File: src/arp_master_map.vh
`ifndef ARP_MASTER_MAP_VH
`define ARP_MASTER_MAP_VH
// Default device address used by every resolution command
`define ARP_DEF_ADDR      7'h61
// General command codes
`define ARP_CMD_PREPARE   8'h01
`define ARP_CMD_GETID     8'h03
`define ARP_CMD_ASSIGN    8'h04
// Expected byte count of an identifier read
`define ARP_ID_COUNT      8'h11
// Returned device address meaning "no valid address"
`define ARP_ADDR_INVALID  8'hFF
// Notify data field that asks for resolution
`define ARP_NOTIFY_REQ    16'h0000
// Identifier field positions of the address-type bits
`define ARP_ID_TYPE_HI    127
`define ARP_ID_TYPE_LO    126
// Clock rate in kHz
`define ARP_CLK_KHZ       10000
// Longest gap between identifier reads, in ms
`define ARP_GAP_MS        2000
// Hot-add rescan period, in s
`define ARP_PERIOD_S      10
// Derived cycle counts (longest times round down)
`define ARP_GAP_CYC       (`ARP_GAP_MS * `ARP_CLK_KHZ)
`define ARP_PERIOD_CYC    (`ARP_PERIOD_S * `ARP_CLK_KHZ * 1000)
// Retries for a refused prepare or assign
`define ARP_RETRIES       2
`endif

File: src/smbus_arp_master_sequencer.v
`timescale 1ns/1ps
`default_nettype none
`include "arp_master_map.vh"

// Contract
// RL1: Slaves may notify after power-up or collision.
// RL2: Notify arrives at host address as slave.
// RL3: Only notify data 0x0000 requests resolution.
// RL4: Full run on working state, status change.
// RL5: Every full run starts with prepare.
// RL6: Optional identifier read every 10 seconds.
// RL7: Resolved devices ignore general identifier read.
// RL8: Prepare, then read/assign pairs until silence.
// RL9: At most two seconds between identifier reads.
// RL10: Pool loads fixed and reserved addresses.
// RL11: Refused prepare byte ends run, waits.
// RL12: With no devices, reissue prepare periodically.
// RL13: Read needs three acks and count 0x11.
// RL14: Address 0xFF gets a fresh unused address.
// RL15: Identifier type 00b keeps its fixed address.
// RL16: Pool hit gets fresh address, else kept.
// RL17: Assign carries the identifier just read.
// RL18: Refused assign byte: device absent, read again.
// RL19: Acked assign adds address, reads again.
// RL20: Idle: notify resumes at read, others pass.
// RL21: Pool addresses may drop on prepare rescan.
// RL22: Bus timeouts and retries are implemented.
// RL23: Commands go to default address 1100 001.
// RL24: Codes 0x01 prepare, 0x03 read, 0x04 assign.
// RL25: Read returns count, data and checksum.
// RL26: Slave refuses assign checksum on mismatch.
// RL27: Pool is one flag per address, lowest free.
module smbus_arp_master_sequencer #(
  parameter [127:0] FIXED_MASK = 128'h0,       // Known fixed-address devices
  parameter [127:0] RSVD_MASK  = 128'h0,       // Reserved addresses
  parameter         PERIODIC_EN = 1,           // Hot-add rescans enabled
  parameter [31:0]  GAP_CYC    = `ARP_GAP_CYC,    // Read-to-read bound
  parameter [31:0]  PERIOD_CYC = `ARP_PERIOD_CYC, // Rescan period
  parameter [1:0]   RETRIES    = `ARP_RETRIES     // Retries per packet
) (
  input  wire         core_clk,     // System clock
  input  wire         rst,          // Synchronous reset, active high
  input  wire         workState,    // Async: system is in working state
  input  wire         statusChange, // Async: device added or removed
  output wire         txValid,      // Request to bus engine
  input  wire         txReady,      // Engine takes request
  output reg  [7:0]   txCmd,        // Command code
  output wire [6:0]   txAddr,       // Target address
  output reg  [127:0] txUdid,       // Identifier for assign
  output reg  [7:0]   txNewAddr,    // Assigned address byte
  input  wire         rxDone,       // Engine finished, one cycle
  input  wire         rxAllAck,     // Every byte acknowledged
  input  wire         rxFirst3Ack,  // First three bytes acknowledged
  input  wire [7:0]   rxCount,      // Returned byte count
  input  wire         rxPecOk,      // Returned checksum matched
  input  wire [127:0] rxUdid,       // Returned identifier
  input  wire [7:0]   rxDevAddr,    // Returned device address byte
  input  wire         pktValid,     // Received host packet
  output wire         pktReady,     // Packet taken
  input  wire         pktNotify,    // Packet is the notify command
  input  wire [15:0]  pktData,      // Notify data field
  output reg          pktPass,      // Packet to normal processing
  output reg          busy,         // Run in progress
  output reg          runDone,      // Run ended, one cycle
  output reg          runAbort,     // Run ended on timeout, one cycle
  output reg          assignDone,   // Address assigned, one cycle
  output reg  [6:0]   assignAddr,   // Address just assigned
  output reg  [127:0] usedPool      // Used-address pool flags
);

  ////////////////////////////////////////////////////////////////////////////
  // States

  localparam [7:0] S_IDLE = 8'h01; // Wait for packets or events
  localparam [7:0] S_PREP = 8'h02; // Offer prepare
  localparam [7:0] S_PRW  = 8'h04; // Prepare in flight
  localparam [7:0] S_GET  = 8'h08; // Offer identifier read
  localparam [7:0] S_GTW  = 8'h10; // Read in flight
  localparam [7:0] S_PICK = 8'h20; // Choose address
  localparam [7:0] S_ASG  = 8'h40; // Offer assign
  localparam [7:0] S_ASW  = 8'h80; // Assign in flight

  reg [7:0]   state_q;    // Current state
  reg [7:0]   state_d;    // Next state
  reg [1:0]   tries_q;    // Retries used
  reg [31:0]  gapCnt_q;   // Cycles since last read or prepare
  reg [31:0]  perCnt_q;   // Idle cycles toward rescan
  reg         anyRes_q;   // A device was resolved since last prepare
  reg         runReq_q;   // Full run pending
  reg [7:0]   devAddr_q;  // Captured device address byte
  reg [6:0]   freeAddr;   // Lowest clear pool flag
  reg         freeOk;     // Pool has a clear flag
  reg [6:0]   pickAddr;   // Chosen address
  reg         pickOk;     // Choice available
  integer     i;          // Scan index

  ////////////////////////////////////////////////////////////////////////////
  // Input synchronisers

  reg [2:0] workSync_q;  // Stage 0 read only by stage 1
  reg [2:0] chgSync_q;   // Stage 0 read only by stage 1

  // Two flops then an edge-detect stage
  always @(posedge core_clk) begin
    if (rst) begin
      workSync_q <= 3'h0;
      chgSync_q  <= 3'h0;
    end else begin
      workSync_q <= {workSync_q[1:0], workState};
      chgSync_q  <= {chgSync_q[1:0], statusChange};
    end
  end

  wire workRise = workSync_q[1] & ~workSync_q[2]; // Entered working state
  wire chgEdge  = chgSync_q[1] ^ chgSync_q[2];    // Either edge counts

  ////////////////////////////////////////////////////////////////////////////
  // Handshakes

  // Offer states drive the engine; default address always
  assign txValid  = (state_q == S_PREP) | (state_q == S_GET) |
                    (state_q == S_ASG);
  assign txAddr   = `ARP_DEF_ADDR; // RL23
  // Packets are only looked at while idle with no run pending
  assign pktReady = (state_q == S_IDLE) & ~runReq_q; // RL20 RL2

  wire pktTake  = pktValid & pktReady;
  // Reserved notify data is not a request
  wire notifyOk = pktNotify & (pktData == `ARP_NOTIFY_REQ); // RL3 RL1
  wire gapOver  = (gapCnt_q >= GAP_CYC - 32'h1); // RL9 RL22
  wire perOver  = (perCnt_q >= PERIOD_CYC - 32'h1);

  ////////////////////////////////////////////////////////////////////////////
  // Address choice: lowest clear pool flag, or the device's own address

  // Scan from the top so the lowest clear flag wins
  always @* begin
    freeAddr = 7'h00;
    freeOk   = 1'b0;
    for (i = 127; i >= 0; i = i - 1) begin
      if (!usedPool[i]) begin
        freeAddr = i[6:0]; // RL27
        freeOk   = 1'b1;
      end
    end
  end

  // Fixed keeps its address, invalid or taken gets a fresh one
  always @* begin
    pickAddr = devAddr_q[7:1];
    pickOk   = 1'b1;
    if (devAddr_q == `ARP_ADDR_INVALID) begin
      pickAddr = freeAddr; // RL14
      pickOk   = freeOk;
    end else if (txUdid[`ARP_ID_TYPE_HI:`ARP_ID_TYPE_LO] == 2'b00) begin
      pickAddr = devAddr_q[7:1]; // RL15
    end else if (usedPool[devAddr_q[7:1]]) begin
      pickAddr = freeAddr; // RL16
      pickOk   = freeOk;
    end
  end

  ////////////////////////////////////////////////////////////////////////////
  // Sequencer next state

  always @* begin
    state_d = state_q;
    case (state_q)
      S_IDLE: begin
        if (runReq_q) begin
          state_d = S_PREP; // RL4 RL5
        end else if (pktTake && notifyOk) begin
          state_d = S_GET; // RL20
        end else if (PERIODIC_EN != 0 && perOver) begin
          // No devices known: prepare again; else a plain read
          state_d = anyRes_q ? S_GET : S_PREP; // RL6 RL12
        end
      end
      S_PREP: state_d = gapOver ? S_IDLE : (txReady ? S_PRW : S_PREP);
      S_PRW: begin
        if (gapOver) begin
          state_d = S_IDLE;
        end else if (rxDone) begin
          if (rxAllAck) begin
            state_d = S_GET; // RL8
          end else if (tries_q != RETRIES) begin
            state_d = S_PREP; // RL22
          end else begin
            state_d = S_IDLE; // RL11
          end
        end
      end
      S_GET: begin
        if (gapOver) begin
          state_d = S_IDLE;
        end else if (txReady) begin
          state_d = S_GTW;
        end
      end
      S_GTW: begin
        if (gapOver) begin
          state_d = S_IDLE;
        end else if (rxDone) begin
          // Silence or a bad answer ends enumeration
          if (rxFirst3Ack && rxCount == `ARP_ID_COUNT && rxPecOk) begin
            state_d = S_PICK; // RL13 RL25
          end else begin
            state_d = S_IDLE; // RL13 RL8
          end
        end
      end
      S_PICK: state_d = pickOk ? S_ASG : S_IDLE;
      S_ASG: begin
        if (gapOver) begin
          state_d = S_IDLE;
        end else if (txReady) begin
          state_d = S_ASW;
        end
      end
      S_ASW: begin
        if (gapOver) begin
          state_d = S_IDLE;
        end else if (rxDone) begin
          if (rxAllAck) begin
            state_d = S_GET; // RL19
          end else if (tries_q != RETRIES) begin
            state_d = S_ASG; // RL22
          end else begin
            state_d = S_GET; // RL18 RL26
          end
        end
      end
      default: state_d = S_IDLE;
    endcase
  end

  ////////////////////////////////////////////////////////////////////////////
  // Sequencer registers

  // State, retries, timers and captured answer
  always @(posedge core_clk) begin
    if (rst) begin
      state_q   <= S_IDLE;
      tries_q   <= 2'h0;
      gapCnt_q  <= 32'h0;
      perCnt_q  <= 32'h0;
      devAddr_q <= 8'h00;
      txCmd     <= 8'h00;
      txUdid    <= 128'h0;
      txNewAddr <= 8'h00;
    end else begin
      state_q <= state_d;
      // Retry count restarts whenever a new packet kind is offered
      if (state_d == S_GET || state_q == S_PICK || state_q == S_IDLE) begin
        tries_q <= 2'h0;
      end else if ((state_q == S_PRW || state_q == S_ASW) && rxDone &&
                   !rxAllAck && tries_q != RETRIES) begin
        tries_q <= tries_q + 2'h1; // RL22
      end
      // Gap timer restarts on each read or prepare taken
      if (state_q == S_IDLE || (txValid && txReady && txCmd !=
          `ARP_CMD_ASSIGN)) begin
        gapCnt_q <= 32'h0; // RL9
      end else begin
        gapCnt_q <= gapCnt_q + 32'h1;
      end
      if (state_q != S_IDLE) begin
        perCnt_q <= 32'h0;
      end else if (!perOver) begin
        perCnt_q <= perCnt_q + 32'h1; // RL6
      end
      // Command code follows the state being entered
      if (state_d == S_PREP) begin
        txCmd <= `ARP_CMD_PREPARE; // RL24
      end else if (state_d == S_GET) begin
        txCmd <= `ARP_CMD_GETID; // RL24
      end else if (state_d == S_ASG) begin
        txCmd <= `ARP_CMD_ASSIGN; // RL24
      end
      // Keep the identifier exactly as returned
      if (state_q == S_GTW && rxDone) begin
        txUdid    <= rxUdid; // RL17
        devAddr_q <= rxDevAddr;
      end
      if (state_q == S_PICK) begin
        txNewAddr <= {pickAddr, 1'b0};
      end
    end
  end

  ////////////////////////////////////////////////////////////////////////////
  // Pool and run bookkeeping

  // Pool reloads at each prepare, so absent devices drop out
  always @(posedge core_clk) begin
    if (rst) begin
      usedPool <= FIXED_MASK | RSVD_MASK; // RL10
      anyRes_q <= 1'b0;
      runReq_q <= 1'b0;
    end else begin
      if (state_q == S_PREP && txReady) begin
        usedPool <= FIXED_MASK | RSVD_MASK; // RL21 RL10
        anyRes_q <= 1'b0;
      end else if (state_q == S_ASW && rxDone && rxAllAck) begin
        usedPool[txNewAddr[7:1]] <= 1'b1; // RL19
        anyRes_q <= 1'b1;
      end
      // A new event wins over the clear of the same cycle
      if (workRise || chgEdge) begin
        runReq_q <= 1'b1; // RL4
      end else if (state_q == S_IDLE) begin
        runReq_q <= 1'b0;
      end
    end
  end

  ////////////////////////////////////////////////////////////////////////////
  // Status outputs

  // All status outputs are registered
  always @(posedge core_clk) begin
    if (rst) begin
      busy       <= 1'b0;
      runDone    <= 1'b0;
      runAbort   <= 1'b0;
      assignDone <= 1'b0;
      assignAddr <= 7'h00;
      pktPass    <= 1'b0;
    end else begin
      busy       <= (state_d != S_IDLE);
      runDone    <= (state_q != S_IDLE) && (state_d == S_IDLE);
      runAbort   <= (state_q != S_IDLE) && (state_q != S_PICK) && gapOver;
      assignDone <= (state_q == S_ASW) && rxDone && rxAllAck;
      if (state_q == S_ASW && rxDone && rxAllAck) begin
        assignAddr <= txNewAddr[7:1];
      end
      // Anything but a valid notify goes to normal processing
      pktPass    <= pktTake && !notifyOk; // RL20
    end
  end

endmodule // smbus_arp_master_sequencer

`default_nettype wire

File: config.mk
export PLATFORM = sky130hd
export DESIGN_NAME = smbus_arp_master_sequencer
export DESIGN_NICKNAME = d
export VERILOG_FILES = /design/src/smbus_arp_master_sequencer.v
export VERILOG_INCLUDE_DIRS = /design/src /design/src/src
export SDC_FILE = /design/constraint.sdc
export NUM_CORES = 1
export LEC_CHECK = 0
export BUFFER_PORTS_ARGS = -buffer_cell sky130_fd_sc_hd__buf_2
export CORE_ASPECT_RATIO = 1.75
export CORE_UTILIZATION = 30
export CTS_CLUSTER_DIAMETER = 100
export DETAILED_ROUTE_END_ITERATION = 8
export GPL_TIMING_DRIVEN = 0
export SYNTH_ARGS = -nofsm -noshare
export SYNTH_HDL_FRONTEND = slang
export SYNTH_SLANG_ARGS = --single-unit
export TNS_END_PERCENT = 50
File: constraint.sdc
create_clock -name core_clk -period 5.7 [get_ports core_clk]
set_input_delay 0.57 -clock core_clk [delete_from_list [all_inputs] [get_ports core_clk]]
set_output_delay 0.57 -clock core_clk [all_outputs]
set_load 0.02 [all_outputs]
* After elaboration in Yosys (flattened, before gate mapping)
Index checks and enable logic that the tools add are counted.
** Storage, ports and cells
- Register bits after elaboration :: 368
- Input port bits :: 171
- Output and inout bits :: 293
- Logic and storage cells :: 387
** Cells by class
- Add/sub/neg operators :: 3
- Magnitude comparators :: 5
- Eq/ne operators :: 19
- Mux-type cells :: 294
- Bitwise logic cells :: 10
- Reductions and logical operators :: 35
** Operators with widths (count)
- 7-bit 2-to-1 mux :: 134
- 1-bit 2-to-1 mux :: 136
- 128-bit OR :: 1
- 8-bit 2-to-1 mux :: 13
- 32-bit by 1-bit adder with 32-bit output (second input constant) :: 2
- 8-bit one-hot mux with 8 select lines :: 1
- 32-bit by 25-bit greater-or-equal comparator with 1-bit output (second input constant) :: 1
- 32-bit by 27-bit greater-or-equal comparator with 1-bit output (second input constant) :: 1
- 1-bit logical AND :: 17
- 8-bit by 1-bit equality test with 1-bit output (second input constant) :: 2
- 8-bit by 2-bit equality test with 1-bit output (second input constant) :: 2
- 8-bit by 4-bit equality test with 1-bit output (second input constant) :: 2
- 8-bit by 5-bit equality test with 1-bit output (second input constant) :: 2
- 8-bit by 7-bit equality test with 1-bit output (second input constant) :: 2
- 8-bit equality test (second input constant) :: 2
- 16-bit logical NOT :: 1
- 7-bit by 8-bit less-than comparator with 1-bit output (second input constant) :: 2
- 8-bit by 1-bit != test with 1-bit output (second input constant) :: 2
- 2-bit OR reduction :: 5
- 8-bit by 3-bit equality test with 1-bit output (second input constant) :: 1
- 8-bit by 6-bit equality test with 1-bit output (second input constant) :: 1
- 4-bit 2-to-1 mux :: 2
- 8-bit by 6-bit != test with 1-bit output (second input constant) :: 1
- 1-bit binary-select mux with 7-bit select :: 1
- 18 further kinds :: 32

* Logic depth before layout (Yosys ltp)
- Depth after elaboration :: 137
- Gate-level depth with buffers :: 11
- Depth with buffers taken out :: 9

* Worst setup path after synthesis
Ideal clock, no wire load.
- Path kind :: register to register
- Start :: reg usedPool[110]
- End :: reg txCmd[0]
- Library setup time :: 0.065 ns
- Arrival :: 2.600 ns
- Data required time :: 5.635 ns
- Setup slack :: 3.035 ns
- Stages on the path, launching flop included :: 9
- Path buffers :: 0
- Clock period less this slack :: 2.665 ns
- Cells stage by stage :: dfxtp_1 and4_1 nand2b_4 or4b_4 or3_4 or3_1 and2_4 o311a_1 nor2_1
** On the way
- Word-level cells in the longest chain between the ends :: 119
- Elaborated cells between the ends (all ways) :: 124
- Classes of those cells :: eq/ne (3); mux (120); reduce/logical (1)
** Ends and longest elaborated chain
- start, declared :: RTL line smbus_arp_master_sequencer.v:68 : output reg [127:0] usedPool
- start signal, assigned :: RTL line smbus_arp_master_sequencer.v:297 : usedPool <= FIXED_MASK | RSVD_MASK;
- start signal, assigned :: RTL line smbus_arp_master_sequencer.v:302 : usedPool <= FIXED_MASK | RSVD_MASK;
- 1-bit 2-to-1 mux (111 in a row) :: RTL line smbus_arp_master_sequencer.v:141 : if (!usedPool[i]) begin
- 1-bit 2-to-1 mux :: RTL line smbus_arp_master_sequencer.v:157 : end else if (usedPool[devAddr_q[7:1]]) begin
- 1-bit 2-to-1 mux :: RTL line smbus_arp_master_sequencer.v:155 : end else if (txUdid[`ARP_ID_TYPE_HI:`ARP_ID_TYPE_LO] == 2'b00) begin
- 1-bit 2-to-1 mux * :: RTL line smbus_arp_master_sequencer.v:152 : if (devAddr_q == `ARP_ADDR_INVALID) begin
- 7-bit 2-to-1 mux * :: RTL line smbus_arp_master_sequencer.v:212 : S_PICK: state_d = pickOk ? S_ASG : S_IDLE;
- 8-bit one-hot mux with 8 select lines * :: RTL line smbus_arp_master_sequencer.v:168 : case (state_q)
- 8-bit by 4-bit equality test with 1-bit output :: RTL line smbus_arp_master_sequencer.v:275 : end else if (state_d == S_GET) begin
- 2-bit 2-to-1 mux :: RTL line smbus_arp_master_sequencer.v:275
- 1-bit 2-to-1 mux :: RTL line smbus_arp_master_sequencer.v:273 : if (state_d == S_PREP) begin
- end signal, assigned :: RTL line smbus_arp_master_sequencer.v:274 : txCmd <= `ARP_CMD_PREPARE;
- end signal, assigned :: RTL line smbus_arp_master_sequencer.v:276 : txCmd <= `ARP_CMD_GETID;
- end signal, assigned :: RTL line smbus_arp_master_sequencer.v:278 : txCmd <= `ARP_CMD_ASSIGN;
- end, declared :: RTL line smbus_arp_master_sequencer.v:47 : output reg [7:0] txCmd,
Mark *: on every way between the ends. The rest lies on a longest branch, timed or not. The select of a mux whose other input is x is not followed.
A chain may end at the register's enable or synchronous reset.

* Final worst setup path
- Start :: reg state_q[2]
- End :: reg usedPool[102]
** On the way
- Word-level cells in the longest chain between the ends :: 3
- Elaborated cells between the ends (all ways) :: 6
- Classes of those cells :: eq/ne (2); reduce/logical (4)
** Ends and longest elaborated chain
- start, declared :: RTL line smbus_arp_master_sequencer.v:83 : reg [7:0] state_q;
- start signal, assigned :: RTL line smbus_arp_master_sequencer.v:252 : state_q <= state_d;
- 8-bit by 2-bit equality test with 1-bit output / 8-bit equality test (equally long branches) :: RTL line smbus_arp_master_sequencer.v:301, smbus_arp_master_sequencer.v:304
- 1-bit logical AND (on tied branches) :: RTL line smbus_arp_master_sequencer.v:301, smbus_arp_master_sequencer.v:304
- 2-bit OR reduction (no source line) / 1-bit logical AND (equally long branches)
Several ways; a longest one is shown, not always the timed one.

==> results.toml <==
[power]
p_seq_share_pct = 46.6
power_leakage_nw = 7.95
switching_share_pct = 21.7
power.internal_mw = 4.35
power.density_mw_per_mm2 = 272
power_frac_comb_pct = 3.5
switchingPower_mw = 1.21
clkPwrFrac_pct = 50.0
vdd_ir_drop_max_mv = 0.271

[global_routing]
antenna_found_initial = 10
gr-usage-all-layers_pct = 23.3
grt_max_degree = 15
grt_pass1_wl_um = 95600
grt_pass1_vias = 15800
grt-ovfl-total = 0

[floorplanning]
fp.dieW_um = 176
dieArea_mm2 = 0.0540
die_h_um = 307
core.rowCount = 111
coreArea_mm2 = 0.0524
start_util_pct = 30.4
ios = 464

[finish]
design_area_mm2 = 0.0205
nFillCells = 5464
area_growth_pct = 28.6
drive_above_1_share_pct = 23.3
nets = 2652
stdcell_count = 3193

[clocking]
cts_tree = "built"
max-clock-path-buffers = 3
htreeDepth = 2
post_cts_resized = 0
cts_setup_buffers = 0
clk_pin_slew_ns = 0.06
hold_buffers = 0
clock_sinks = 368
cts-root-buf = "clkbuf_16"
numCtsBuffers = 38
insertion_delay_ns = 0.56

[sta]
tns_ns = 0
relSlewSlack_pct = 7.94
fin_crit_sh_pct = 71.6
setup_violations = 0
hold_viol_final = 0
layout_min_cycle_time_ns = 4.08
worst_pin_slew_ns = 1.37
rsz0062_at_grt = "false"
fmax_mhz = 245
maxSlewViolCount = 0
skew_ns = 0.0418

[yosys]
yosysMostFrequentCell = "nand2_1"
synth-edff-count = 0
postSynthAreaPerCell_um2 = 8.05
synthFlopType = "dfxtp_1"
synthArstFlopShare_pct = 0
yosysUniqueCellTypes = 66
synth_common_cells = "nand2_1 (374), dfxtp_1 (368), a21oi_1 (306), nor2_1 (264), clkbuf_1 (85)"
yosys_warnings = 0
yosysSeqAreaShare_pct = 46.3
synth_seq_cells = 368
synth_top_area_share_pct = 46.3
synth.largest_area_cell = "dfxtp_1"
syn_area_mm2 = 0.0159
synth_cells = 1976
ys_top_cells_by_area = "dfxtp_1 (46%), a21oi_1 (9.6%), nand2_1 (8.8%), nor2_1 (6.2%), mux4_2 (4.5%)"

[placement]
io_buffers = 450
dpl.cell_count = 3116
hpwl_um = 50700
routabilityCongestion = 0.987
place_area_mm2 = 0.0191

[critical_path]
worst_r2r_path_depth = 9
rrSetupSlack_ns = 1.62
r2r_start = "state_q[2]"
path_class = "reg2reg"
critical_path.top_delay_family = "simple AND/OR/NAND/NOR gates"
crit_path_end_kind = "flop"
crit_fanout = 10
worstPathArrival_ns = 4.55
crit_buf_inv = 2
crit_path_start_kind = "flop"
crit_chain = "nor4_1 > nand2b_1 > nor2_1 > nand3_1 > clkbuf_1 > nor3_1 > clkbuf_1 > a21oi_1 > nor2_1"
critPathMaxStageDelay_ns = 1.04
cp.required_ns = 6.16
reg2reg_to = "usedPool[102]"
crit_slowest_cell = "nor3_1"

[detailed_routing]
viasPerCell = 5.21
num_vias = 16700
wl_per_cell_um = 20.5
wirelength_um = 65500
first_iter_violations = 1070
dr.pass1.iters = 9
ant_nets = 0
drcViolationCount = 0

[min_path]
whs_endpoint = "workSync_q[0]"
hold_depth = 2
min_path_type = "in2reg"
holdCritStartpoint = "workState"

[run]
maxCapViolCount = 0

[run_status]
outcome = "finished, final reports clean"
sequential cells by signal, indices dropped and copies added, names as in the netlist, 2 cells and up:
name,count
txNewAddr,7
txCmd,3
state_q,8
assignAddr,7
workSync_q,3
gapCnt_q,32
devAddr_q,8
tries_q,2
txUdid,128
chgSync_q,3
perCnt_q,32
usedPool,128
through the flow:
stage,hold WS [ns],total power [mW],worst slack [ns],utilization (%)
6_report,0.232,5.56,1.62,39.1
5_1_grt,0.247,5.73,1.45,39.1
4_1_cts,0.202,5.62,1.70,39.0
3_5_place_dp,0.439,2.84,1.72,36.4
3_3_place_gp,0.435,2.84,1.80,36.4
2_1_floorplan,0.414,2.73,3.03,-
logic make-up (layout without fill, tap and decap cells):
kind of cell / Yosys count / count (layout) / share of synthesized area [%]
buffers and inverters: 155 / 674 / 4.22
other: 2 / 22 / 0.0472
XOR/XNOR: 51 / 51 / 2.81
AO/OA/AOI/OAI: 453 / 453 / 15.8
AND/OR/NAND/NOR: 908 / 908 / 25.7
adder cells (fa/ha/maj): 3 / 3 / 0.236
multiplexers: 36 / 36 / 4.88
flip-flops: 368 / 368 / 46.3
how the worst max path moves through the flow:
stage / slack (ns) / depth (start not counted) / end / start
finish: 1.62 / 9 / usedPool[102] / state_q[2]
global route: 1.45 / 9 / usedPool[94] / state_q[2]
CTS: 1.70 / 9 / usedPool[102] / state_q[2]
detailed placement: 1.72 / 9 / usedPool[102] / state_q[2]
global placement: 1.80 / 9 / usedPool[102] / state_q[2]
floorplan: 3.03 / 8 / txCmd[0] / usedPool[110]
per-layer routing:
layer	share of wire, %	wire length [um]	global-route usage (%)
met1	38	25000	26.4
met2	50	32500	40.5
met3	7.3	4780	4.81
met4	4.9	3220	12.4
met5	0.041	27	0
layout make-up:
class | instances | area [um^2] | area share [%]
flip-flops and latches | 368 | 7370 | 36.0
clock buffers | 52 | 1080 | 5.30
diodes | 9 | 22.5 | 0.110
repair buffers | 451 | 2260 | 11.0
multi-input cells | 1464 | 7930 | 38.7
inverters | 41 | 154 | 0.752
plain buffers | 114 | 517 | 2.53
clock inverters | 16 | 284 | 1.39
well taps | 678 | 848 | 4.15
power groups by stage:
stage	logic [mW]	registers [mW]	clock network [mW]
3_5_place_dp	0.192	2.65	0
5_1_grt	0.210	2.59	2.93
2_1_floorplan	0.0859	2.65	0
6_report	0.192	2.59	2.78
4_1_cts	0.193	2.59	2.84
3_3_place_gp	0.191	2.64	0
cell usage in the layout, fill, tap and decap left out, types with 41 or more instances in the layout:
| cell type | instances |
|---|---|
| inv_1 | 41 |
| nand4_1 | 52 |
| dfxtp_1 | 368 |
| nor2_1 | 264 |
| nand3_1 | 50 |
| nand2_1 | 374 |
| buf_2 | 457 |
| o21ai_0 | 52 |
| clkbuf_1 | 92 |
| a21oi_1 | 306 |
Power figures use the tool's default switching activity.
